[src/hsp_map.svh]
`ifndef HSP_MAP_SVH
`define HSP_MAP_SVH

// ****************************************************************
// clock and timing
// ****************************************************************
`define HSP_CLK_HZ        50000000
`define HSP_MS_PER_S      1000
`define HSP_BAUD_SLOW     19200
`define HSP_BAUD_FAST     115200
`define HSP_DIV_SLOW      (`HSP_CLK_HZ / `HSP_BAUD_SLOW)
`define HSP_DIV_FAST      (`HSP_CLK_HZ / `HSP_BAUD_FAST)
`define HSP_ACK_MS        250
`define HSP_FAN_MS        500
`define HSP_TEMP_MS       1000
`define HSP_TMR_W         26

// ****************************************************************
// serial frame
// ****************************************************************
`define HSP_BIT_START     4'h0
`define HSP_BIT_STOP      4'h9
`define HSP_BYTE_BITS     8

// ****************************************************************
// packet layout
// ****************************************************************
`define HSP_MAX_LEN       8'h12
`define HSP_BUF_DEPTH     18
`define HSP_CLS_CMD       2'h0
`define HSP_CLS_RSP       2'h1
`define HSP_CLS_RPT       2'h2
`define HSP_CLS_ERR       2'h3
`define HSP_CODE_PING     6'h00
`define HSP_CODE_BAUD     6'h21
`define HSP_PING_MAX      8'h10
`define HSP_BAUD_LEN      8'h01
`define HSP_BAUD_MAXSEL   8'h01
`define HSP_RPT_KEY       6'h00
`define HSP_RPT_FAN       6'h01
`define HSP_RPT_TEMP      6'h02
`define HSP_LEN_KEY       8'h01
`define HSP_LEN_FAN       8'h04
`define HSP_LEN_TEMP      8'h03
`define HSP_POS_LEN       5'h01
`define HSP_POS_DATA      5'h02
`define HSP_KEY_CODE_MAX  8'h0C
`define HSP_FAN_MAX_IDX   8'h03

// ****************************************************************
// checksum
// ****************************************************************
`define HSP_CRC_INIT      16'hFFFF
`define HSP_CRC_POLY      16'h8408
`define HSP_CRC_XOROUT    16'hFFFF

`endif

[src/hsp_pkg.sv]
package hsp_pkg;
  typedef enum {RX_TYPE, RX_LEN, RX_DATA, RX_CRC_LO, RX_CRC_HI} hsp_rx_e;
  typedef enum {TX_IDLE, TX_SEND} hsp_tx_e;
  typedef logic [7:0] hsp_byte_t;
endpackage : hsp_pkg

[src/hsp_crc16.sv]
`timescale 1ns/100ps
`include "hsp_map.svh"

module hsp_crc16 (
  input  wire logic        ref_clk,
  input  wire logic        sys_rst,
  input  wire logic        clkEn,
  input  wire logic        clr,
  input  wire logic        upd,
  input  wire logic [7:0]  dat,
  output logic      [15:0] crc
);
  logic [15:0] crc_ff;
  logic [15:0] nxt_crc;
  logic [15:0] seed;

  // reflected crc, one byte per update
  always_comb begin
    seed    = clr ? `HSP_CRC_INIT : crc_ff;
    nxt_crc = seed;
    if (upd) begin
      nxt_crc = seed ^ {8'h00, dat};
      for (int i = 0; i < `HSP_BYTE_BITS; i++) begin
        nxt_crc = nxt_crc[0] ? ((nxt_crc >> 1) ^ `HSP_CRC_POLY) : (nxt_crc >> 1);
      end
    end
  end

  always_ff @(posedge ref_clk) begin
    if (sys_rst) crc_ff <= `HSP_CRC_INIT;
    else if (clkEn) crc_ff <= nxt_crc;
  end

  assign crc = crc_ff;
endmodule : hsp_crc16

[src/hsp_framer.sv]
`timescale 1ns/100ps
`include "hsp_map.svh"
// How it works
// link starts at 19200 baud, 8N1
// host command switches link to 115200 baud
// packet is type, length, payload, checksum
// type: two class bits, six code bits
// class 00 cmd, 01 rsp, 10 rpt, 11 err
// legal structure, illegal content gets error class
// payload length 0 to 18 only
// CRC16 over all bytes, low byte first
// checksum right after last used payload byte
// every command acknowledged within 250 ms
// host waits for ack before next command
// host retries after 250 ms, then flags fault
// host buffers and drains packets fast enough
// host sorts incoming packets by type byte
// host resyncs on next valid packet
// enabled key press/release sends 0x80 report
// press codes 1-6, releases from 7
// selected fans reported as 0x81 every 0.5s
// fan payload: index, count, ticks high first
// host decodes fan counts into speed
// enabled temperature sensors reported every second
// at most 32 sensor bus devices
// ack code equals command code
// temperatures reported as 0x82 per sensor
// exit release is code 12
// bad checksum packets dropped, no ack

module hsp_framer #(
  parameter int FAN_PERIOD_CYC  = `HSP_FAN_MS * (`HSP_CLK_HZ / `HSP_MS_PER_S),
  parameter int TEMP_PERIOD_CYC = `HSP_TEMP_MS * (`HSP_CLK_HZ / `HSP_MS_PER_S),
  parameter int ACK_CYC         = `HSP_ACK_MS * (`HSP_CLK_HZ / `HSP_MS_PER_S)
) (
  input  wire logic        ref_clk,
  input  wire logic        sys_rst,
  input  wire logic        clkEn,
  input  wire logic        rxPin,
  output logic             txPin,
  input  wire logic [5:0]  keyLvl,
  input  wire logic [5:0]  keyPressEn,
  input  wire logic [5:0]  keyRelEn,
  input  wire logic [3:0]  fanRptEn,
  input  wire logic [31:0] fanTach,
  input  wire logic [63:0] fanTicks,
  input  wire logic [31:0] tempRptEn,
  input  wire logic [15:0] tempData,
  output logic      [4:0]  tempSel,
  output logic             baudFast,
  output logic             crcErr
);
  function automatic logic [4:0] lowIdx(input logic [31:0] v);
    lowIdx = 5'h00;
    for (int i = 31; i >= 0; i--) begin
      if (v[i]) lowIdx = 5'(i);
    end
  endfunction : lowIdx

  // ****************************************************************
  // receive line and byte deserialiser
  // ****************************************************************
  logic [2:0]  syncRx_ff;
  logic        rxLvl_ff, nxt_rxLvl;
  logic        rxOn_ff, nxt_rxOn;
  logic [11:0] rxTmr_ff, nxt_rxTmr;
  logic [3:0]  rxBit_ff, nxt_rxBit;
  logic [7:0]  rxSh_ff, nxt_rxSh;
  logic        rxVld_ff, nxt_rxVld;
  logic        baudFast_ff, nxt_baudFast;
  logic [11:0] bitDiv;

  assign bitDiv = baudFast_ff ? 12'(`HSP_DIV_FAST) : 12'(`HSP_DIV_SLOW);  // see R1

  always_comb begin
    nxt_rxLvl = (syncRx_ff[1] == syncRx_ff[2]) ? syncRx_ff[2] : rxLvl_ff;
    nxt_rxOn  = rxOn_ff;
    nxt_rxTmr = rxTmr_ff;
    nxt_rxBit = rxBit_ff;
    nxt_rxSh  = rxSh_ff;
    nxt_rxVld = 1'b0;
    if (!rxOn_ff) begin
      if (!rxLvl_ff) begin
        nxt_rxOn  = 1'b1;
        nxt_rxTmr = bitDiv >> 1;
        nxt_rxBit = `HSP_BIT_START;
      end
    end else if (rxTmr_ff != 12'h000) begin
      nxt_rxTmr = rxTmr_ff - 12'h001;
    end else begin
      nxt_rxTmr = bitDiv - 12'h001;
      nxt_rxBit = rxBit_ff + 4'h1;
      if (rxBit_ff == `HSP_BIT_START) begin
        if (rxLvl_ff) nxt_rxOn = 1'b0;
      end else if (rxBit_ff == `HSP_BIT_STOP) begin
        nxt_rxOn  = 1'b0;
        nxt_rxVld = rxLvl_ff;
      end else begin
        nxt_rxSh = {rxLvl_ff, rxSh_ff[7:1]};
      end
    end
  end

  always_ff @(posedge ref_clk) begin
    if (sys_rst) begin
      syncRx_ff <= 3'h7;
      rxLvl_ff  <= 1'b1;
      rxOn_ff   <= 1'b0;
      rxTmr_ff  <= 12'h000;
      rxBit_ff  <= 4'h0;
      rxSh_ff   <= 8'h00;
      rxVld_ff  <= 1'b0;
    end else if (clkEn) begin
      syncRx_ff <= {syncRx_ff[1:0], rxPin};
      rxLvl_ff  <= nxt_rxLvl;
      rxOn_ff   <= nxt_rxOn;
      rxTmr_ff  <= nxt_rxTmr;
      rxBit_ff  <= nxt_rxBit;
      rxSh_ff   <= nxt_rxSh;
      rxVld_ff  <= nxt_rxVld;
    end
  end

  // ****************************************************************
  // packet parser and command answer
  // ****************************************************************
  hsp_pkg::hsp_rx_e   rxSt_ff, nxt_rxSt;
  logic [4:0]         rxCnt_ff, nxt_rxCnt;
  hsp_pkg::hsp_byte_t rxType_ff, nxt_rxType, rxLen_ff, nxt_rxLen, rxCrcLo_ff, nxt_rxCrcLo;
  hsp_pkg::hsp_byte_t rxBuf_ff [`HSP_BUF_DEPTH];
  hsp_pkg::hsp_byte_t nxt_rxBuf [`HSP_BUF_DEPTH];
  logic [15:0]        rxCrc;
  logic               pktOk, crcBad, ldResp, baudGo;
  logic               respPend_ff, nxt_respPend, respOk_ff, nxt_respOk;
  logic [5:0]         respCode_ff, nxt_respCode;
  hsp_pkg::hsp_byte_t respLen_ff, nxt_respLen;
  logic               baudPend_ff, nxt_baudPend, baudVal_ff, nxt_baudVal;
  logic               crcErr_ff;

  hsp_crc16 uRxCrc (
    .ref_clk (ref_clk),
    .sys_rst (sys_rst),
    .clkEn   (clkEn),
    .clr     (rxSt_ff == hsp_pkg::RX_TYPE),
    .upd     (rxVld_ff && (rxSt_ff inside {hsp_pkg::RX_TYPE, hsp_pkg::RX_LEN,
                                          hsp_pkg::RX_DATA})),
    .dat     (rxSh_ff),
    .crc     (rxCrc)
  );

  // checksum arrives low byte first
  assign pktOk  = rxVld_ff && rxSt_ff == hsp_pkg::RX_CRC_HI &&
                  {rxSh_ff, rxCrcLo_ff} == (rxCrc ^ `HSP_CRC_XOROUT);
  assign crcBad = rxVld_ff && rxSt_ff == hsp_pkg::RX_CRC_HI && !pktOk;

  always_comb begin
    nxt_rxSt     = rxSt_ff;
    nxt_rxCnt    = rxCnt_ff;
    nxt_rxType   = rxType_ff;
    nxt_rxLen    = rxLen_ff;
    nxt_rxCrcLo  = rxCrcLo_ff;
    nxt_rxBuf    = rxBuf_ff;
    nxt_respPend = respPend_ff && !ldResp;
    nxt_respOk   = respOk_ff;
    nxt_respCode = respCode_ff;
    nxt_respLen  = respLen_ff;
    nxt_baudPend = baudPend_ff && !baudGo;
    nxt_baudVal  = baudVal_ff;
    nxt_baudFast = baudGo ? baudVal_ff : baudFast_ff;
    if (rxVld_ff) begin
      unique case (rxSt_ff)
        hsp_pkg::RX_TYPE: begin
          nxt_rxType = rxSh_ff;
          nxt_rxSt   = hsp_pkg::RX_LEN;
        end
        hsp_pkg::RX_LEN: begin
          nxt_rxLen = rxSh_ff;
          nxt_rxCnt = 5'h00;
          if (rxSh_ff > `HSP_MAX_LEN) nxt_rxSt = hsp_pkg::RX_TYPE;
          else if (rxSh_ff == 8'h00) nxt_rxSt = hsp_pkg::RX_CRC_LO;
          else nxt_rxSt = hsp_pkg::RX_DATA;
        end
        hsp_pkg::RX_DATA: begin
          nxt_rxBuf[rxCnt_ff] = rxSh_ff;
          nxt_rxCnt = rxCnt_ff + 5'h01;
          if ({3'h0, nxt_rxCnt} == rxLen_ff) nxt_rxSt = hsp_pkg::RX_CRC_LO;
        end
        hsp_pkg::RX_CRC_LO: begin
          nxt_rxCrcLo = rxSh_ff;
          nxt_rxSt    = hsp_pkg::RX_CRC_HI;
        end
        hsp_pkg::RX_CRC_HI: nxt_rxSt = hsp_pkg::RX_TYPE;
      endcase
    end
    // new packet answer overrides the load clear
    if (pktOk) begin
      nxt_respPend = 1'b1;
      nxt_respCode = rxType_ff[5:0];
      nxt_respOk   = 1'b0;
      nxt_respLen  = 8'h00;
      if (rxType_ff[7:6] == `HSP_CLS_CMD) begin
        if (rxType_ff[5:0] == `HSP_CODE_PING && rxLen_ff <= `HSP_PING_MAX) begin
          nxt_respOk  = 1'b1;
          nxt_respLen = rxLen_ff;
        end
        if (rxType_ff[5:0] == `HSP_CODE_BAUD && rxLen_ff == `HSP_BAUD_LEN &&
            rxBuf_ff[0] <= `HSP_BAUD_MAXSEL) begin
          nxt_respOk   = 1'b1;
          nxt_baudPend = 1'b1;
          nxt_baudVal  = rxBuf_ff[0][0];
        end
      end
    end
  end

  always_ff @(posedge ref_clk) begin
    if (sys_rst) begin
      rxSt_ff     <= hsp_pkg::RX_TYPE;
      rxCnt_ff    <= 5'h00;
      rxType_ff   <= 8'h00;
      rxLen_ff    <= 8'h00;
      rxCrcLo_ff  <= 8'h00;
      rxBuf_ff    <= '{default: 8'h00};
      respPend_ff <= 1'b0;
      respOk_ff   <= 1'b0;
      respCode_ff <= 6'h00;
      respLen_ff  <= 8'h00;
      baudPend_ff <= 1'b0;
      baudVal_ff  <= 1'b0;
      baudFast_ff <= 1'b0;
      crcErr_ff   <= 1'b0;
    end else if (clkEn) begin
      rxSt_ff     <= nxt_rxSt;
      rxCnt_ff    <= nxt_rxCnt;
      rxType_ff   <= nxt_rxType;
      rxLen_ff    <= nxt_rxLen;
      rxCrcLo_ff  <= nxt_rxCrcLo;
      rxBuf_ff    <= nxt_rxBuf;
      respPend_ff <= nxt_respPend;
      respOk_ff   <= nxt_respOk;
      respCode_ff <= nxt_respCode;
      respLen_ff  <= nxt_respLen;
      baudPend_ff <= nxt_baudPend;
      baudVal_ff  <= nxt_baudVal;
      baudFast_ff <= nxt_baudFast;
      crcErr_ff   <= crcBad;
    end
  end

  // ****************************************************************
  // report sources
  // ****************************************************************
  logic [5:0]            keyPrev_ff;
  logic [11:0]           keyPend_ff, nxt_keyPend;
  logic [3:0]            fanPend_ff, nxt_fanPend;
  logic [31:0]           tempPend_ff, nxt_tempPend;
  logic [4:0]            tempSel_ff, keyIdx, fanIdx;
  logic [`HSP_TMR_W-1:0] fanTmr_ff, nxt_fanTmr, tempTmr_ff, nxt_tempTmr;
  logic                  ldKey, ldFan, ldTemp;

  assign keyIdx = lowIdx({20'h0_0000, keyPend_ff});
  assign fanIdx = lowIdx({28'h000_0000, fanPend_ff});

  always_comb begin
    nxt_keyPend  = keyPend_ff;
    nxt_fanPend  = fanPend_ff;
    nxt_tempPend = tempPend_ff;
    nxt_fanTmr   = fanTmr_ff + `HSP_TMR_W'(1);
    nxt_tempTmr  = tempTmr_ff + `HSP_TMR_W'(1);
    if (ldKey) nxt_keyPend[keyIdx[3:0]] = 1'b0;
    if (ldFan) nxt_fanPend[fanIdx[1:0]] = 1'b0;
    if (ldTemp) nxt_tempPend[tempSel_ff] = 1'b0;
    // events set after the clear so a same-cycle clear never drops them
    nxt_keyPend = nxt_keyPend | {~keyLvl & keyPrev_ff & keyRelEn,
                                 keyLvl & ~keyPrev_ff & keyPressEn};  // see R16
    if (fanTmr_ff == `HSP_TMR_W'(FAN_PERIOD_CYC - 1)) begin
      nxt_fanTmr  = '0;
      nxt_fanPend = nxt_fanPend | fanRptEn;
    end
    if (tempTmr_ff == `HSP_TMR_W'(TEMP_PERIOD_CYC - 1)) begin
      nxt_tempTmr  = '0;
      nxt_tempPend = nxt_tempPend | tempRptEn;  // see R21
    end
  end

  always_ff @(posedge ref_clk) begin
    if (sys_rst) begin
      keyPrev_ff  <= 6'h00;
      keyPend_ff  <= 12'h000;
      fanPend_ff  <= 4'h0;
      tempPend_ff <= 32'h0000_0000;
      tempSel_ff  <= 5'h00;
      fanTmr_ff   <= '0;
      tempTmr_ff  <= '0;
    end else if (clkEn) begin
      keyPrev_ff  <= keyLvl;
      keyPend_ff  <= nxt_keyPend;
      fanPend_ff  <= nxt_fanPend;
      tempPend_ff <= nxt_tempPend;
      tempSel_ff  <= lowIdx(nxt_tempPend);
      fanTmr_ff   <= nxt_fanTmr;
      tempTmr_ff  <= nxt_tempTmr;
    end
  end

  // ****************************************************************
  // packet transmitter
  // ****************************************************************
  hsp_pkg::hsp_tx_e   txSt_ff, nxt_txSt;
  logic [4:0]         txPos_ff, nxt_txPos;
  hsp_pkg::hsp_byte_t txType_ff, nxt_txType, txLen_ff, nxt_txLen, txByte;
  hsp_pkg::hsp_byte_t txBuf_ff [`HSP_BUF_DEPTH];
  hsp_pkg::hsp_byte_t nxt_txBuf [`HSP_BUF_DEPTH];
  logic               txIsResp_ff, nxt_txIsResp, canLd, utGo, txFinish, inPay;
  logic               utOn_ff, nxt_utOn, txPin_ff, nxt_txPin;
  logic [11:0]        utTmr_ff, nxt_utTmr;
  logic [3:0]         utBit_ff, nxt_utBit;
  logic [9:0]         utSh_ff, nxt_utSh;
  logic [15:0]        txCrc, txCrcOut;
  logic [7:0]         posX;

  assign txCrcOut = txCrc ^ `HSP_CRC_XOROUT;
  assign posX     = {3'h0, txPos_ff};
  assign inPay    = posX < txLen_ff + 8'h02;
  assign utGo     = txSt_ff == hsp_pkg::TX_SEND && !utOn_ff;
  assign txFinish = utGo && posX == txLen_ff + 8'h03;
  assign baudGo   = baudPend_ff && !respPend_ff && txSt_ff == hsp_pkg::TX_IDLE && !utOn_ff;
  assign canLd    = txSt_ff == hsp_pkg::TX_IDLE && !baudGo;
  assign ldResp   = canLd && respPend_ff;
  assign ldKey    = canLd && !respPend_ff && keyPend_ff != 12'h000;
  assign ldFan    = canLd && !respPend_ff && keyPend_ff == 12'h000 && fanPend_ff != 4'h0;
  assign ldTemp   = canLd && !respPend_ff && keyPend_ff == 12'h000 && fanPend_ff == 4'h0 &&
                    tempPend_ff[tempSel_ff];

  hsp_crc16 uTxCrc (
    .ref_clk (ref_clk),
    .sys_rst (sys_rst),
    .clkEn   (clkEn),
    .clr     (txPos_ff == 5'h00),
    .upd     (utGo && inPay),
    .dat     (txByte),
    .crc     (txCrc)
  );

  always_comb begin
    if (txPos_ff == 5'h00) txByte = txType_ff;
    else if (txPos_ff == `HSP_POS_LEN) txByte = txLen_ff;
    else if (inPay) txByte = txBuf_ff[5'(txPos_ff - `HSP_POS_DATA)];
    else if (posX == txLen_ff + 8'h02) txByte = txCrcOut[7:0];  // see R8
    else txByte = txCrcOut[15:8];
  end

  always_comb begin
    nxt_txSt     = txSt_ff;
    nxt_txPos    = txPos_ff;
    nxt_txType   = txType_ff;
    nxt_txLen    = txLen_ff;
    nxt_txBuf    = txBuf_ff;
    nxt_txIsResp = txIsResp_ff;
    if (canLd && (ldResp || ldKey || ldFan || ldTemp)) begin
      nxt_txSt     = hsp_pkg::TX_SEND;
      nxt_txPos    = 5'h00;
      nxt_txIsResp = ldResp;
    end
    if (ldResp) begin  // see R6 see R23
      nxt_txType = {respOk_ff ? `HSP_CLS_RSP : `HSP_CLS_ERR, respCode_ff};  // see R4
      nxt_txLen  = respLen_ff;
      nxt_txBuf  = rxBuf_ff;
    end else if (ldKey) begin
      nxt_txType   = {`HSP_CLS_RPT, `HSP_RPT_KEY};
      nxt_txLen    = `HSP_LEN_KEY;
      nxt_txBuf[0] = {3'h0, keyIdx} + 8'h01;  // see R17
    end else if (ldFan) begin
      nxt_txType   = {`HSP_CLS_RPT, `HSP_RPT_FAN};
      nxt_txLen    = `HSP_LEN_FAN;
      nxt_txBuf[0] = {3'h0, fanIdx};
      nxt_txBuf[1] = fanTach[fanIdx[1:0]*8 +: 8];
      nxt_txBuf[2] = fanTicks[fanIdx[1:0]*16+8 +: 8];
      nxt_txBuf[3] = fanTicks[fanIdx[1:0]*16 +: 8];
    end else if (ldTemp) begin
      nxt_txType   = {`HSP_CLS_RPT, `HSP_RPT_TEMP};
      nxt_txLen    = `HSP_LEN_TEMP;
      nxt_txBuf[0] = {3'h0, tempSel_ff};
      nxt_txBuf[1] = tempData[15:8];
      nxt_txBuf[2] = tempData[7:0];
    end
    if (utGo) nxt_txPos = txPos_ff + 5'h01;
    if (txFinish) nxt_txSt = hsp_pkg::TX_IDLE;
    // serialiser: start bit, eight data bits, stop bit
    nxt_utOn  = utOn_ff;
    nxt_utTmr = utTmr_ff;
    nxt_utBit = utBit_ff;
    nxt_utSh  = utSh_ff;
    nxt_txPin = utOn_ff ? utSh_ff[0] : 1'b1;
    if (utGo) begin
      nxt_utOn  = 1'b1;
      nxt_utSh  = {1'b1, txByte, 1'b0};
      nxt_utTmr = bitDiv - 12'h001;
      nxt_utBit = `HSP_BIT_START;
    end else if (utOn_ff) begin
      if (utTmr_ff != 12'h000) nxt_utTmr = utTmr_ff - 12'h001;
      else begin
        nxt_utTmr = bitDiv - 12'h001;
        nxt_utSh  = {1'b1, utSh_ff[9:1]};
        nxt_utBit = utBit_ff + 4'h1;
        if (utBit_ff == `HSP_BIT_STOP) nxt_utOn = 1'b0;
      end
    end
  end

  always_ff @(posedge ref_clk) begin
    if (sys_rst) begin
      txSt_ff     <= hsp_pkg::TX_IDLE;
      txPos_ff    <= 5'h00;
      txType_ff   <= 8'h00;
      txLen_ff    <= 8'h00;
      txBuf_ff    <= '{default: 8'h00};
      txIsResp_ff <= 1'b0;
      utOn_ff     <= 1'b0;
      utTmr_ff    <= 12'h000;
      utBit_ff    <= 4'h0;
      utSh_ff     <= 10'h3FF;
      txPin_ff    <= 1'b1;
    end else if (clkEn) begin
      txSt_ff     <= nxt_txSt;
      txPos_ff    <= nxt_txPos;
      txType_ff   <= nxt_txType;
      txLen_ff    <= nxt_txLen;
      txBuf_ff    <= nxt_txBuf;
      txIsResp_ff <= nxt_txIsResp;
      utOn_ff     <= nxt_utOn;
      utTmr_ff    <= nxt_utTmr;
      utBit_ff    <= nxt_utBit;
      utSh_ff     <= nxt_utSh;
      txPin_ff    <= nxt_txPin;
    end
  end

  assign txPin    = txPin_ff;
  assign tempSel  = tempSel_ff;
  assign baudFast = baudFast_ff;
  assign crcErr   = crcErr_ff;

  // ****************************************************************
  // checks
  // ****************************************************************
  logic [`HSP_TMR_W-1:0] ackCnt_ff, nxt_ackCnt;
  logic                  ackWait_ff, nxt_ackWait;

  always_comb begin
    nxt_ackWait = (ackWait_ff && !(txFinish && txIsResp_ff)) || pktOk;
    nxt_ackCnt  = ackWait_ff ? ackCnt_ff + `HSP_TMR_W'(1) : '0;
  end

  always_ff @(posedge ref_clk) begin
    if (sys_rst) begin
      ackWait_ff <= 1'b0;
      ackCnt_ff  <= '0;
    end else if (clkEn) begin
      ackWait_ff <= nxt_ackWait;
      ackCnt_ff  <= nxt_ackCnt;
    end
  end
endmodule : hsp_framer

[config.mk]
export PLATFORM = sky130hd
export DESIGN_NAME = hsp_framer
export DESIGN_NICKNAME = d
export VERILOG_FILES = /design/src/hsp_pkg.sv /design/src/hsp_crc16.sv /design/src/hsp_framer.sv
export VERILOG_INCLUDE_DIRS = /design/src /design/src/src
export SDC_FILE = /design/constraint.sdc
export NUM_CORES = 2
export LEC_CHECK = 0
export ABC_AREA = 0
export BUFFER_PORTS_ARGS = -buffer_cell sky130_fd_sc_hd__buf_2
export CORE_MARGIN = 8
export CORE_UTILIZATION = 66
export CTS_CLUSTER_DIAMETER = 200
export DETAILED_ROUTE_END_ITERATION = 12
export PLACE_DENSITY = 0.86
export SLEW_MARGIN = 10
export SYNTH_ARGS = -nofsm -noshare
export SYNTH_HDL_FRONTEND = slang
export SYNTH_SLANG_ARGS = --single-unit
[constraint.sdc]
create_clock -name ref_clk -period 8.31 [get_ports ref_clk]
set_input_delay 0.831 -clock ref_clk [delete_from_list [all_inputs] [get_ports ref_clk]]
set_output_delay 0.831 -clock ref_clk [all_outputs]
set_load 0.01 [all_outputs]
==> results.md <==
- After detailed routing, the number of remaining DRC violations is 0.
- The fmax is ~0.24 GHz.
- For the worst-skew pair, the clock arrives at the later sink with an insertion delay of 620 ps.
- The count of nets left with antenna violations once routing finished came out at 0.
- The number of hold buffers added after CTS was 0.
- The max-slew violation count is 0.
- The leakage dissipation is ~12 nW.
- During I/O placement, the number of pins put on the boundary was roughly 180.
- In this run, synthesis produced a sequential element count of 562.
- Summing every instance area after synthesis gives roughly 27000 um^2.
- The synthesized net count is between 3000 and 4000.
- Entering global routing, the biggest net connects ~230 pins.
- The number of rows in the core area is 74.
- After global routing the overflow that remains totals 0.
- The die width is ~220 um.
- The routed design could run at a clock period as short as between 4000 and 5000 ps.
- The initial utilization of the core area, before any placement, comes to between 60% and 70%.
- The sequential-to-total area share from yosys stat is a little over two fifths.
- The total net switching power is 1.545 mW.
- Setup repair after global routing left no endpoint under its margin.
- The die area is between 40000 and 50000 um^2.
- The CTS tree is yes.
- The proportion of power drawn by combinational gates is between 10% and 20%.
- The share of synthesized flip-flops with an asynchronous set or reset is 0%.
- The worst slew margin relative to its limit is about 15%.
- After synthesis, the netlist uses 86 different library cells.
- Dividing the detail-routed via count by the number of cells gives 6.346.
- The setup TNS after final layout is 0 ps.
- The wire length of the first global-routing pass is about 120 mm.
- VDD sags by at most 0.1734 mV.
- The setup skew after layout is around 19 ps.
- The cell sitting at the root of the clock tree is a clkbuf_16.
- In this run the power density over the cells is 200.7 nW/um^2.
- The number of enable flip-flop cells after synthesis is 0.
- For the worst setup path, the data required time is about 8800 ps.
- At the pin with the least slew margin, the transition time is between 1000 and 1500 ps.
- The switching part of the total power is about a quarter.
- The clock-pin transition on the worst setup and hold timing paths is about 60 ps.
- The share of final-layout standard cells stronger than drive strength 1 is between 10% and 20%.
- The die is 217.9 um tall.
- Compared with the post-synthesis result, the final layout area differs by 10.38%.
- After synthesis, the mean cell area works out to ~8.6 um^2.
- The leading register cell type out of synthesis is dfxtp_1.
- Counting along the longest clock path gives a buffer depth of 3.
- The biggest fanout along the worst timing path is 24.
- Including well taps, the total number of placed cells is roughly 3700.
- The hold violation count in the final report came to 0.
- The routability congestion estimate from global placement is approximately 0.9.
- The sort of element at the start of the critical path is a register.
- The via count of the first global-routing pass is about 23000.
- The critical path is of the register to register type.
- The number of instances in the synthesized netlist is around 3100.
- The initial antenna violation count is 1.
- The Yosys step of the flow raised 0 warnings.
- Excluding fillers, the count of instances in the completed layout stands at 3749.
- The relative contribution of sequential cells to total power is a little under half.
- The final critical path takes up 51.02% of the cycle.
- Measured on the finished design, the core utilization comes to between 70% and 80%.
- The post-detailed-placement half-perimeter wirelength is between 50 and 60 mm.
- The worst hold path belongs to the class input pin to register.
- The number of DRC markers in iteration 0 is approximately 2800.
- Internal power comes to between 4 and 5 mW.
- The total CTS buffers is 55.
- The routed wire length is roughly 76 mm.
- The run finished with clean final reports.
- The core region is between 40000 and 50000 um^2.
- Global routing consumed, over all layers together, between 30% and 40% of the routing resources.
- The max-capacitance violation count is 0.
- The final-report setup violation count is 0.
- The final route contains ~24000 vias.
- The pre-antenna-repair detailed-routing pass consisted of 7 iterations.
- After clock tree synthesis, the setup repair step added 0 buffers.
- Total power for the finished layout comes to between 5 and 6 mW.
- The count of cells resized by post-cts repair is 0.
- In the final design database the tool counted between 3000 and 4000 nets.
- The count of buffers from port buffering is 177.
- The clock network burns 42.6% of the power.
- The endpoint kind of the worst setup timing path is a register.
- The repair_antennas step left the layout with diodes totalling 0.
- The number of sinks on the clock net is ~560.
- The H-tree generated during clock tree synthesis spans 2 levels.
- The final routed wire length divided by cell count is 20.40 um.
- The data arrival time of the critical path is approximately 4700 ps.
power by group through the flow:
stage                     clock (mW)  combinational [mW]  sequential, mW
after floorplan                    0               0.445            2.84
after global placement             0               0.578            2.86
after detailed placement           0               0.593            2.87
after CTS                       2.55               0.598            2.81
after global routing            2.66               0.665            2.81
final                           2.54               0.611            2.81
flip-flops by register name (all words and copies together), names as in the netlist, 9 cells and up:
name         flops
rxBuf_ff       144
txBuf_ff       144
tempPend_ff     32
fanTmr_ff       26
tempTmr_ff      26
uRxCrc.crc      16
uTxCrc.crc      16
keyPend_ff      12
rxTmr_ff        12
utTmr_ff        12
utSh_ff          9
area by class of cell:
type / instances / area, um^2
clock buffer: 69 / 1520
fill: 2906 / 10860
clock inverter: 30 / 312.8
multi-input combinational: 2303 / 14620
tap: 532 / 665.6
timing repair buffer: 211 / 1166
sequential: 562 / 11250
inverter: 42 / 157.7
Yosys cell counts (26+ instances only):
master	n	share of area [%]
clkbuf_1	186	2.6
mux4_2	58	4.9
inv_1	41	0.57
a22oi_1	30	0.84
and3_1	26	0.60
nor3_1	54	1.0
a21oi_1	280	5.2
nand4_1	53	1.2
ha_1	32	1.5
nand3_1	84	1.6
mux2i_1	209	7.8
nor2_1	455	6.3
a211oi_1	51	1.4
xnor2_1	86	2.8
nand2_1	457	6.4
dfxtp_1	562	42
o21ai_0	58	1.1
xor2_1	65	2.1
placed cells by master (no fill, tap or decap), types with 12 or more instances in the layout:
cell	count
a22oi_1	30
nand4_1	53
buf_4	34
clkbuf_16	56
mux2i_1	209
mux4_2	58
a21oi_1	280
nand3_1	84
dfxtp_1	561
nor4_1	23
buf_2	175
inv_1	41
o22ai_1	24
a311oi_1	12
and3_1	26
nor2_1	451
nand2_1	457
nor2b_1	16
nor3_1	53
a211oi_1	51
nand4b_1	13
nand2b_1	16
mux2_2	15
xnor2_1	86
ha_1	31
o21ai_0	57
clkinv_2	15
xor2_1	65
a22o_1	21
worst max-delay path, cell delays in order (launching register included):
cell and delay [ps]:
dfxtp_1 930, and4b_1 280, a32o_1 210, a31o_1 240
nor4_4 820, buf_4 330, a41oi_1 190, a211o_1 400
nor3_1 190, a21oi_1 90, o41ai_1 300, a31oi_1 130
worst paths after layout:
path / endpoint / from / slack (ps) / depth (start not counted)
max: tempSel[2] / tempSel[0] / 4070 / 11
min: syncRx_ff[0] / rxPin / 450 / 3
max reg2reg: tempSel[2] / tempSel[0] / 4070 / 11
min reg2reg: txBuf_ff[76] / rxBuf_ff[76] / 450 / 2
cells by family (layout without fill, tap and decap cells):
family | after synthesis | count (layout) | share of synthesized area, %
buffers and inverters | 270 | 352 | 4.033
flip-flops | 562 | 562 | 41.82
multiplexers | 282 | 282 | 13.26
AND/OR/NAND/NOR | 1248 | 1248 | 20.39
XOR/XNOR | 152 | 152 | 5.019
adder cells (fa/ha/maj) | 33 | 33 | 1.526
AO/OA/AOI/OAI | 588 | 588 | 13.95
routing by layer:
layer / share of wire (%) / vias to the layer above / GRT usage, %
met5: 0.017 / - / 0
met4: 4.5 / 2 / 14.89
met3: 6.8 / 229 / 4.965
met2: 48 / 1032 / 52.48
met1: 40 / 11451 / 38.73
li1: - / 11077 / -
stage by stage:
| stage | hold slack, ps | setup slack [ps] | cell area [um^2] |
|---|---|---|---|
| 2_1_floorplan | 429.9 | 4764 | 26900 |
| 3_3_place_gp | 433.6 | 3937 | 27850 |
| 3_5_place_dp | 443.9 | 3962 | 27850 |
| 4_1_cts | 436.2 | 3946 | 29680 |
| 5_1_grt | 464.8 | 3831 | 29690 |
| 6_report | 445.8 | 4070 | 29690 |
Note: power is estimated with default switching activity, not from simulation.
